[src/core/tap_pkg.sv]
// constants, state encoding and next-state decode for the boundary-scan port
// assumes the test clock is sampled by a much faster core clock
//
// Operation
// RULE1: controller, instruction, boundary, bypass, identification registers present
// RULE2: controller parks test clock low when unused
// RULE3: undriven data and mode-select inputs read high
// RULE4: power-up enters reset state, memory undisturbed
// RULE5: test clock drives only test logic
// RULE6: inputs taken on test clock rising edge
// RULE7: outputs change on test clock falling edge
// RULE8: sixteen-state diagram steered by mode select
// RULE9: mode select is the controller command input
// RULE10: instruction chooses the data register in path
// RULE11: serial input enters selected register's MSB
// RULE12: serial output shows selected register's LSB
// RULE13: output enable follows controller state
// RULE14: output driven only in shift states
// RULE15: five high mode-select edges reset logic
// RULE16: three-bit instruction, identify on reset, capture 01
// RULE17: one-bit bypass register cleared on capture
// RULE18: 32-bit hardwired code captured then shifted out

package tap_pkg;

  localparam int IR_WIDTH      = 3;
  localparam int ID_WIDTH      = 32;
  localparam int TLR_TMS_EDGES = 5;   // consecutive high mode-select edges to reset
  localparam int BSR_LEN_DEF   = 65;  // boundary cells, plain default
  localparam int SYNC_STAGES   = 2;

  // instruction codes
  localparam logic [2:0] INSTR_EXTEST   = 3'h0;
  localparam logic [2:0] INSTR_IDCODE   = 3'h1;
  localparam logic [2:0] INSTR_SAMPLE_Z = 3'h2;
  localparam logic [2:0] INSTR_SAMPLE   = 3'h4;
  localparam logic [2:0] INSTR_BYPASS   = 3'h7;

  // capture pattern of the instruction shift stage
  localparam logic [2:0] IR_CAPTURE_VAL = 3'h1;
  localparam logic       BYPASS_CAPTURE = 1'h0;

  // identification value, arbitrary, bit 0 set as usual
  localparam logic [31:0] ID_CODE_DEF = 32'h0000_0001;

  typedef enum logic [3:0] {
    ST_TLR        = 4'h0,
    ST_RTI        = 4'h1,
    ST_SEL_DR     = 4'h2,
    ST_CAPTURE_DR = 4'h3,
    ST_SHIFT_DR   = 4'h4,
    ST_EXIT1_DR   = 4'h5,
    ST_PAUSE_DR   = 4'h6,
    ST_EXIT2_DR   = 4'h7,
    ST_UPDATE_DR  = 4'h8,
    ST_SEL_IR     = 4'h9,
    ST_CAPTURE_IR = 4'hA,
    ST_SHIFT_IR   = 4'hB,
    ST_EXIT1_IR   = 4'hC,
    ST_PAUSE_IR   = 4'hD,
    ST_EXIT2_IR   = 4'hE,
    ST_UPDATE_IR  = 4'hF
  } tap_state_e;

  // standard controller diagram, one step per test clock rise
  function automatic tap_state_e tap_next(input tap_state_e s, input logic tms);
    tap_state_e n;
    n = ST_TLR;
    case (s)
      ST_TLR:        n = tms ? ST_TLR       : ST_RTI;
      ST_RTI:        n = tms ? ST_SEL_DR    : ST_RTI;
      ST_SEL_DR:     n = tms ? ST_SEL_IR    : ST_CAPTURE_DR;
      ST_CAPTURE_DR: n = tms ? ST_EXIT1_DR  : ST_SHIFT_DR;
      ST_SHIFT_DR:   n = tms ? ST_EXIT1_DR  : ST_SHIFT_DR;
      ST_EXIT1_DR:   n = tms ? ST_UPDATE_DR : ST_PAUSE_DR;
      ST_PAUSE_DR:   n = tms ? ST_EXIT2_DR  : ST_PAUSE_DR;
      ST_EXIT2_DR:   n = tms ? ST_UPDATE_DR : ST_SHIFT_DR;
      ST_UPDATE_DR:  n = tms ? ST_SEL_DR    : ST_RTI;
      ST_SEL_IR:     n = tms ? ST_TLR       : ST_CAPTURE_IR;
      ST_CAPTURE_IR: n = tms ? ST_EXIT1_IR  : ST_SHIFT_IR;
      ST_SHIFT_IR:   n = tms ? ST_EXIT1_IR  : ST_SHIFT_IR;
      ST_EXIT1_IR:   n = tms ? ST_UPDATE_IR : ST_PAUSE_IR;
      ST_PAUSE_IR:   n = tms ? ST_EXIT2_IR  : ST_PAUSE_IR;
      ST_EXIT2_IR:   n = tms ? ST_UPDATE_IR : ST_SHIFT_IR;
      ST_UPDATE_IR:  n = tms ? ST_SEL_DR    : ST_RTI;
      default:       n = ST_TLR;
    endcase
    return n;
  endfunction

endpackage

[src/core/boundary_scan_tap.sv]
// boundary-scan test access port: controller, instruction, boundary,
// bypass and identification registers behind a four-wire serial port
// assumes clk is much faster than the test clock and the ring snapshot
// input is synchronous to clk

`timescale 1ns/1ps

module boundary_scan_tap #(
  parameter int          BSR_LEN = tap_pkg::BSR_LEN_DEF,
  parameter logic [31:0] ID_CODE = tap_pkg::ID_CODE_DEF   // arbitrary value
) (
  input  wire logic               clk,           // core sampling clock
  input  wire logic               reset_n,       // async power-up reset, active low
  input  wire logic               tck,           // test clock pin
  input  wire logic               tms,           // mode select pin level
  input  wire logic               tms_driven,    // mode select pin driven by board
  input  wire logic               tdi,           // serial data in pin level
  input  wire logic               tdi_driven,    // serial data in pin driven by board
  input  wire logic [BSR_LEN-1:0] ring_capture,  // snapshot of the I/O ring
  output logic                    tdo,           // serial data out
  output logic                    tdo_oe,        // serial data out enable, high drives
  output logic                    sram_out_hiz,  // force memory outputs to high Z
  output logic                    tap_in_reset   // controller sits in reset state
);

  // elaboration checks
  generate
    if (BSR_LEN < 2) begin : g_bad_len
      $error("boundary register needs at least two cells");
    end
    if (ID_CODE[0] != 1'b1) begin : g_bad_id
      $error("identification value must have bit 0 set");
    end
  endgenerate

  // ---- pin synchronisation ----
  wire tck_s;      // test clock level
  wire tms_s;      // mode select level
  wire tms_drv_s;  // mode select driven
  wire tdi_s;      // serial data level
  wire tdi_drv_s;  // serial data driven

  // test clock idles low; driven flags reset low so pulled pins read high
  tap_sync #(
    .WIDTH     (5),
    .RESET_VAL (8'h00)
  ) u_sync (
    .clk      (clk),
    .reset_n  (reset_n),
    .async_in ({tck, tms, tms_driven, tdi, tdi_driven}),
    .sync_out ({tck_s, tms_s, tms_drv_s, tdi_s, tdi_drv_s})
  );

  // internal pull-ups: a floating pin reads high
  wire tms_eff = tms_drv_s ? tms_s : 1'b1;  // RULE3
  wire tdi_eff = tdi_drv_s ? tdi_s : 1'b1;  // RULE3

  // ---- test clock edge detection ----
  logic tck_prev_q;

  always_ff @(posedge clk or negedge reset_n) begin
    if (!reset_n) tck_prev_q <= 1'b0;
    else          tck_prev_q <= tck_s;
  end

  // only these strobes advance the controller and shift stages; memory clock never does
  wire tck_rise = tck_s & ~tck_prev_q;  // RULE5
  wire tck_fall = ~tck_s & tck_prev_q;  // RULE5

  // ---- controller ----
  tap_pkg::tap_state_e state_q;
  tap_pkg::tap_state_e state_d;

  // step on the rise, steered by mode select
  assign state_d = tck_rise ? tap_pkg::tap_next(state_q, tms_eff) : state_q;  // RULE6 RULE8

  // power-up lands in the reset state
  always_ff @(posedge clk or negedge reset_n) begin
    if (!reset_n) state_q <= tap_pkg::ST_TLR;  // RULE4
    else          state_q <= state_d;          // RULE9
  end

  // state decodes
  wire st_tlr   = (state_q == tap_pkg::ST_TLR);
  wire st_cap_i = (state_q == tap_pkg::ST_CAPTURE_IR);
  wire st_shf_i = (state_q == tap_pkg::ST_SHIFT_IR);
  wire st_upd_i = (state_q == tap_pkg::ST_UPDATE_IR);
  wire st_cap_d = (state_q == tap_pkg::ST_CAPTURE_DR);
  wire st_shf_d = (state_q == tap_pkg::ST_SHIFT_DR);
  wire in_shift = st_shf_i | st_shf_d;

  // ---- instruction register ----
  logic [tap_pkg::IR_WIDTH-1:0] ir_sr_q;  // shift stage
  logic [tap_pkg::IR_WIDTH-1:0] ir_q;     // active instruction

  // capture pattern, then shift in at the top
  always_ff @(posedge clk or negedge reset_n) begin
    if (!reset_n) ir_sr_q <= tap_pkg::IR_CAPTURE_VAL;
    else if (tck_rise && st_cap_i) ir_sr_q <= tap_pkg::IR_CAPTURE_VAL;  // RULE16
    else if (tck_rise && st_shf_i) ir_sr_q <= {tdi_eff, ir_sr_q[tap_pkg::IR_WIDTH-1:1]};  // RULE11
  end

  // the reset state alone forces identify, no test clock rise needed, so a
  // mode-select reset drops an isolating instruction at once
  always_ff @(posedge clk or negedge reset_n) begin
    if (!reset_n) ir_q <= tap_pkg::INSTR_IDCODE;
    else if (st_tlr)               ir_q <= tap_pkg::INSTR_IDCODE;  // RULE16
    else if (tck_rise && st_upd_i) ir_q <= ir_sr_q;
  end

  // reserved codes fall back to bypass so the chain stays one bit long
  wire sel_bsr = (ir_q == tap_pkg::INSTR_EXTEST) | (ir_q == tap_pkg::INSTR_SAMPLE_Z)
               | (ir_q == tap_pkg::INSTR_SAMPLE);  // RULE10
  wire sel_id  = (ir_q == tap_pkg::INSTR_IDCODE);  // RULE10
  wire sel_byp = ~sel_bsr & ~sel_id;               // RULE10
  wire hiz_d   = (ir_q == tap_pkg::INSTR_EXTEST) | (ir_q == tap_pkg::INSTR_SAMPLE_Z);

  wire cap_dr = tck_rise & st_cap_d;
  wire shf_dr = tck_rise & st_shf_d;

  // ---- data registers ----
  logic [BSR_LEN-1:0]           bsr_q;
  logic [tap_pkg::ID_WIDTH-1:0] id_q;
  logic                         byp_q;

  // boundary cells: snapshot of the ring, no preload to the pins
  always_ff @(posedge clk or negedge reset_n) begin
    if (!reset_n) bsr_q <= '0;
    else if (cap_dr && sel_bsr) bsr_q <= ring_capture;                    // RULE1
    else if (shf_dr && sel_bsr) bsr_q <= {tdi_eff, bsr_q[BSR_LEN-1:1]};  // RULE11
  end

  // hardwired code captured, then shifted
  always_ff @(posedge clk or negedge reset_n) begin
    if (!reset_n) id_q <= '0;
    else if (cap_dr && sel_id) id_q <= ID_CODE;                 // RULE18
    else if (shf_dr && sel_id) id_q <= {tdi_eff, id_q[tap_pkg::ID_WIDTH-1:1]};  // RULE18
  end

  // single bypass cell, cleared on capture
  always_ff @(posedge clk or negedge reset_n) begin
    if (!reset_n) byp_q <= 1'b0;
    else if (cap_dr && sel_byp) byp_q <= tap_pkg::BYPASS_CAPTURE;  // RULE17
    else if (shf_dr && sel_byp) byp_q <= tdi_eff;                  // RULE11
  end

  // ---- serial output ----
  wire dr_lsb = sel_id ? id_q[0] : (sel_bsr ? bsr_q[0] : byp_q);  // RULE12
  wire tdo_d  = st_shf_i ? ir_sr_q[0] : dr_lsb;                     // RULE12

  logic tdo_q;
  logic tdo_oe_q;

  // data and enable change only on the fall, so the far end samples a
  // stable bit at its next rise
  always_ff @(posedge clk or negedge reset_n) begin
    if (!reset_n) begin
      tdo_q    <= 1'b0;
      tdo_oe_q <= 1'b0;
    end else if (tck_fall) begin
      tdo_q    <= in_shift ? tdo_d : 1'b0;  // RULE7
      tdo_oe_q <= in_shift;                 // RULE13 RULE14
    end
  end

  // ---- side outputs ----
  logic hiz_q;
  logic in_reset_q;

  // identify after reset leaves the memory outputs alone
  always_ff @(posedge clk or negedge reset_n) begin
    if (!reset_n) begin
      hiz_q      <= 1'b0;
      in_reset_q <= 1'b1;
    end else begin
      hiz_q      <= hiz_d;   // RULE4
      in_reset_q <= st_tlr;  // RULE15
    end
  end

  assign tdo          = tdo_q;
  assign tdo_oe       = tdo_oe_q;
  assign sram_out_hiz = hiz_q;
  assign tap_in_reset = in_reset_q;

  // count of consecutive high mode-select rises, saturating
  logic [2:0] tms_hi_cnt_q;

  always_ff @(posedge clk or negedge reset_n) begin
    if (!reset_n) tms_hi_cnt_q <= 3'h0;
    else if (tck_rise && !tms_eff) tms_hi_cnt_q <= 3'h0;
    else if (tck_rise && tms_hi_cnt_q < 3'(tap_pkg::TLR_TMS_EDGES)) begin
      tms_hi_cnt_q <= tms_hi_cnt_q + 3'h1;
    end
  end
endmodule // boundary_scan_tap

[src/core/tap_sync.sv]
// two-stage synchroniser for a group of pin levels
// assumes the inputs are quasi-static against clk between test clock edges

`timescale 1ns/1ps

module tap_sync #(
  parameter int           WIDTH     = 1,
  parameter logic [7:0]   RESET_VAL = 8'h00
) (
  input  wire logic             clk,       // core clock
  input  wire logic             reset_n,   // async reset, active low
  input  wire logic [WIDTH-1:0] async_in,  // pin levels
  output logic      [WIDTH-1:0] sync_out   // synchronised levels
);

  logic [WIDTH-1:0] meta_q;
  logic [WIDTH-1:0] sync_q;

  generate
    if (WIDTH < 1 || WIDTH > 8) begin : g_bad_width
      $error("tap_sync width must be 1 to 8");
    end
  endgenerate

  // first stage feeds only the second stage
  always_ff @(posedge clk or negedge reset_n) begin
    if (!reset_n) begin
      meta_q <= RESET_VAL[WIDTH-1:0];
      sync_q <= RESET_VAL[WIDTH-1:0];
    end else begin
      meta_q <= async_in;
      sync_q <= meta_q;
    end
  end

  assign sync_out = sync_q;

endmodule // tap_sync

[config.mk]
export PLATFORM = sky130hd
export DESIGN_NAME = boundary_scan_tap
export DESIGN_NICKNAME = d
export VERILOG_FILES = /design/src/core/tap_pkg.sv /design/src/core/boundary_scan_tap.sv /design/src/core/tap_sync.sv
export SDC_FILE = /design/constraint.sdc
export NUM_CORES = 1
export LEC_CHECK = 0
export BUFFER_PORTS_ARGS = -buffer_cell sky130_fd_sc_hd__buf_2
export CAP_MARGIN = 15
export CORE_UTILIZATION = 50
export DETAILED_ROUTE_END_ITERATION = 10
export PLACE_DENSITY = 0.7
export REMOVE_ABC_BUFFERS = 1
export SYNTH_ARGS = -nofsm -noshare
export SYNTH_HDL_FRONTEND = slang
export SYNTH_SLANG_ARGS = --single-unit
[constraint.sdc]
create_clock -name clk -period 3.2 [get_ports clk]
set_clock_uncertainty 0.2 [all_clocks]
set_input_delay 0.96 -clock clk [delete_from_list [all_inputs] [get_ports clk]]
set_output_delay 0.96 -clock clk [all_outputs]
set_load 0.05 [all_outputs]
==> summary by stage <==
Clock network
The post-CTS setup buffer count is 0. TritonCTS built the clock tree. The number of buffers inserted by hold repair at cts is 0. In this run the clock root is driven by a sky130_fd_sc_hd__clkbuf_8.

The number of gates given a new drive strength after cts is 0. The number of buffers inserted during clock tree synthesis is 17. The worst-case clock buffer depth is 2.

Clock-pin slew was measured on the worst setup and hold paths at ~0.05 ns. The clock latency on the worst-skew pair is 0.53 ns. CTS built an H-tree with a depth of 4. The clock sink count is 123.

Critical path
The delay of the slowest critical-path stage is 0.52 ns. The endpoint class of the critical path is a primary output. The number of buffers and inverters on the critical path is 1. Along the worst path, the maximum fanout reaches 1. For the worst setup path, the data required time is between 2 and 2.5 ns. Among all stages on the critical path, the largest delay is contributed by sky130_fd_sc_hd__dfstp_2.

The category of the worst setup path launch point is a flip-flop. The signal on the critical path passes through buf_2. Grouping stages by cell kind, the critical path spends the most delay in flip-flops.

The category of the critical setup timing path is reg -> out. For the worst setup path, the data arrival time is about 1.3 ns.

Finish
The post-route netlist has 19.9% of its cells at a drive strength greater than 1. Excluding fillers, the count of instances in the completed layout stands at 752. In the final design database the tool counted approximately 670 nets.

The layout has between 900 and 1000 filler cells. The area growth from synthesis to layout is 17.9%. The repair_antennas step left the layout with diodes totalling 0.

Detailed routing
The violation count after the first detailed-route iteration is between 200 and 250. The count of nets left with antenna violations after detail routing is 0. The final layout contains routed wiring with a total length of between 10 and 15 mm. After detailed routing, the average wire length per cell comes to ~14 µm. Across all layers, the routed design uses approximately 4000 vias. Using the TritonRoute via totals, the vias-per-cell ratio works out to 5.26. For this run, design rule violations remaining after detail routing come to 0. The number of detailed-route iterations in the first pass is 4.

Global routing
The initial antenna violation count came to 0. In the global route stage, overall resource usage came out at between 20% and 30%. The leftover overflow at the end of global routing is 0. The global-route wire length before repair is around 18 mm. The largest net degree at the start of global routing is 131. The via count of the first global-routing pass came to ~3900.

Worst hold path
The class of the worst hold path is reg -> reg.

Placed design
After detailed placement, the design holds a cell count of ~720. Timing analysis after detailed placement gives a worst setup slack of slightly above 0.8 ns. The final RePlAce weighted congestion is between 0.8 and 0.9. Once detailed placement completed, the half-perimeter wirelength came to about 6.7 mm. The count of buffers added on input and output ports is 75.

Logic synthesis
The share of flip-flops with an asynchronous set or reset is between 90% and 100%. The post-synthesis sequential element count is 123. The cell count after synthesis is 541. After synthesis, the most frequently instantiated cells are sky130_fd_sc_hd__nand2_1 (134), sky130_fd_sc_hd__dfrtp_1 (120), sky130_fd_sc_hd__o21ai_0 (69).

The count of distinct cell types in the synthesized netlist is between 40 and 50. The mean post-synth cell area is slightly above 10 µm². The most common flop cell mapped by yosys is sky130_fd_sc_hd__dfrtp_1. The area of the mapped netlist is about 0.0055 mm².

Of the synthesized area, sequential elements account for 55.7%. For this run, the number of Yosys warnings is 0. By area the synthesized netlist is led by sky130_fd_sc_hd__dfrtp_1 (54%), sky130_fd_sc_hd__mux2i_1 (12%), sky130_fd_sc_hd__nand2_1 (9.1%). In this run the biggest area consumer among cell types represents a little over half of the synthesized area.

The cell with the most instances after synthesis is sky130_fd_sc_hd__nand2_1. Summed over all instances, the cell type with the most area after synthesis is sky130_fd_sc_hd__dfrtp_1. The synthesized design contains 0 enable-type register cells.

Power and ir drop
Sequential cells account for 41.9% of the total power. Summed over all nets, the switching power comes to 0.00140 W. The cell-internal power is about 0.0034 W. Net switching is between 20 and 30% of the power.

The worst-case IR drop observed on VDD is 453 µV. In this run the power density over the cells is 740 mW/mm². The analysis attributes to cell leakage a power of 2.96 nW. The combinational group share of total power is 20.3%.

The clock network accounts for 37.9% of the total power.

Run status
The flow ran to the end, and the final reports show no timing, DRC or antenna violations.

STA
The achievable clock frequency is approximately 410 MHz. The worst path in the final design needs a cycle of roughly 2.4 ns, including I/O delays and setup. The count of final hold-check violations came to 0.

Setup repair after global routing left no endpoint under its margin. At the pin with the least slew margin, the transition time is 0.777 ns. The final critical-path share of the clock period is 76.5%. Setup violations remaining at the end of the flow were counted as 0.

Measured against its own limit, the worst slew margin works out to 47.7%. Setup slack on the critical path of the routed design comes to roughly 0.75 ns. The count of final max-slew check failures is 0. The worst hold margin is about 0.15 ns.

For the final routed database, the setup TNS stands at 0 ns.

Die
Row generation in the floorplan step produced 38 rows. Measured along the y axis, the die boundary spans 107 µm. The effective utilization at floorplan is 51.3%.

The core region is between 0.01 and 0.015 mm². The area enclosed by the die boundary is between 0.01 and 0.015 mm². The count of pins on the block boundary is 76. Measured along the x axis, the die boundary spans around 110 µm.

Run
The max capacitance violation total is 0.
[cells in the final DEF, fill, tap and decap left out, types with 2 or more instances in the layout]
| cell | synthesis | routed |
|---|---|---|
| sky130_fd_sc_hd__mux2i_1 | 67 | 67 |
| sky130_fd_sc_hd__a211o_1 | 2 | 2 |
| sky130_fd_sc_hd__buf_4 | 6 | 4 |
| sky130_fd_sc_hd__and3b_1 | 2 | 2 |
| sky130_fd_sc_hd__nand2_1 | 134 | 134 |
| sky130_fd_sc_hd__nand2b_1 | 5 | 5 |
| sky130_fd_sc_hd__a31oi_1 | 4 | 4 |
| sky130_fd_sc_hd__o21ai_1 | 29 | 29 |
| sky130_fd_sc_hd__o21ai_0 | 69 | 69 |
| sky130_fd_sc_hd__inv_1 | 5 | 5 |
| sky130_fd_sc_hd__a21oi_1 | 10 | 10 |
| sky130_fd_sc_hd__buf_2 | 19 | 74 |
| sky130_fd_sc_hd__clkbuf_16 | 0 | 16 |
| sky130_fd_sc_hd__clkinv_2 | 0 | 2 |
| sky130_fd_sc_hd__dfstp_2 | 3 | 3 |
| sky130_fd_sc_hd__nand3_1 | 4 | 4 |
| sky130_fd_sc_hd__nor3b_2 | 2 | 2 |
| sky130_fd_sc_hd__a21o_1 | 3 | 3 |
| sky130_fd_sc_hd__bufinv_16 | 0 | 2 |
| sky130_fd_sc_hd__dfrtp_1 | 120 | 120 |
| sky130_fd_sc_hd__nor2_1 | 12 | 12 |
| sky130_fd_sc_hd__clkbuf_1 | 11 | 2 |
| sky130_fd_sc_hd__clkbuf_8 | 0 | 6 |
| sky130_fd_sc_hd__nor3_1 | 2 | 2 |
| sky130_fd_sc_hd__buf_12 | 3 | 4 |
| sky130_fd_sc_hd__nor2b_1 | 4 | 4 |
| sky130_fd_sc_hd__nor3b_1 | 2 | 2 |
[stage by stage]
| stage | instance area [µm²] | power (W) | util (%) |
|---|---|---|---|
| 6_report | 6520 | 0.00483 | 60.4 |
| 5_1_grt | 6520 | 0.00510 | 60.4 |
| 4_1_cts | 6520 | 0.00489 | 60.4 |
| 3_5_place_dp | 5950 | 0.00302 | 55.1 |
| 3_3_place_gp | 5950 | 0.00297 | 55.1 |
| 2_1_floorplan | 5270 | 0.00274 | - |
[layer usage]
layer	vias to the layer above	wire length, µm	GRT usage [%]	part of all wire, %
met5	-	0	0	0
met2	90	4870	31.1	47
met1	1879	4810	26.3	46
li1	1971	-	-	-
met4	0	158	8.61	1.5
met3	18	589	7.60	5.7
[power groups by stage]
stage,clock [W],sequential (W),combinational [W]
2_1_floorplan,0,0.00202,0.000718
3_3_place_gp,0,0.00202,0.000952
3_5_place_dp,0,0.00204,0.000984
4_1_cts,0.00188,0.00202,0.000990
5_1_grt,0.00194,0.00206,0.00110
6_report,0.00183,0.00202,0.000978
[logic make-up (layout without fill, tap and decap cells)]
logic type                 after synthesis  after routing  synth area share (%)
and+or+nand+nor                        176            176                  14.0
AOI/OAI and AO/OA                      127            127                  12.6
DFF                                    123            123                  55.7
muxes                                   68             68                  12.3
buffers and inverters                   46            117                  5.18
adders and majority gates                1              1                 0.181
[sequential cells by signal (all words and copies together), names as in the netlist]
signal           flops
tck_prev_q           1
sram_out_hiz         1
u_sync.meta_q        5
tap_in_reset         1
bsr_q               65
id_q                32
u_sync.sync_out      5
state_q              4
ir_q                 3
ir_sr_q              3
tdo                  1
tdo_oe               1
byp_q                1
[worst paths after layout]
kind | start | to | slack, ns | cells after the start
worst min-delay path | u_sync.meta_q[0] | u_sync.sync_out[0] | 0.15 | 0
worst min register to register | u_sync.meta_q[0] | u_sync.sync_out[0] | 0.15 | 0
min in group asynchronous | reset_n | u_sync.meta_q[2] | 0.21 | 1
worst max register to register | state_q[0] | id_q[16] | 0.78 | 4
worst max-delay path | tap_in_reset | tap_in_reset | 0.75 | 1
max in group asynchronous | reset_n | ir_sr_q[0] | 1.93 | 2
[layout make-up]
| class | count | area [µm²] | share of cell area (%) |
|---|---|---|---|
| multi-input cells | 372 | 2190 | 33.6 |
| well taps | 140 | 175 | 2.69 |
| inverters | 5 | 18.8 | 0.288 |
| repair buffers | 82 | 480 | 7.36 |
| clock buffers | 24 | 490 | 7.52 |
| clock inverters | 6 | 86.3 | 1.32 |
| flip-flops and latches | 123 | 3080 | 47.2 |
No activity file was read; power rests on OpenSTA's default activity.
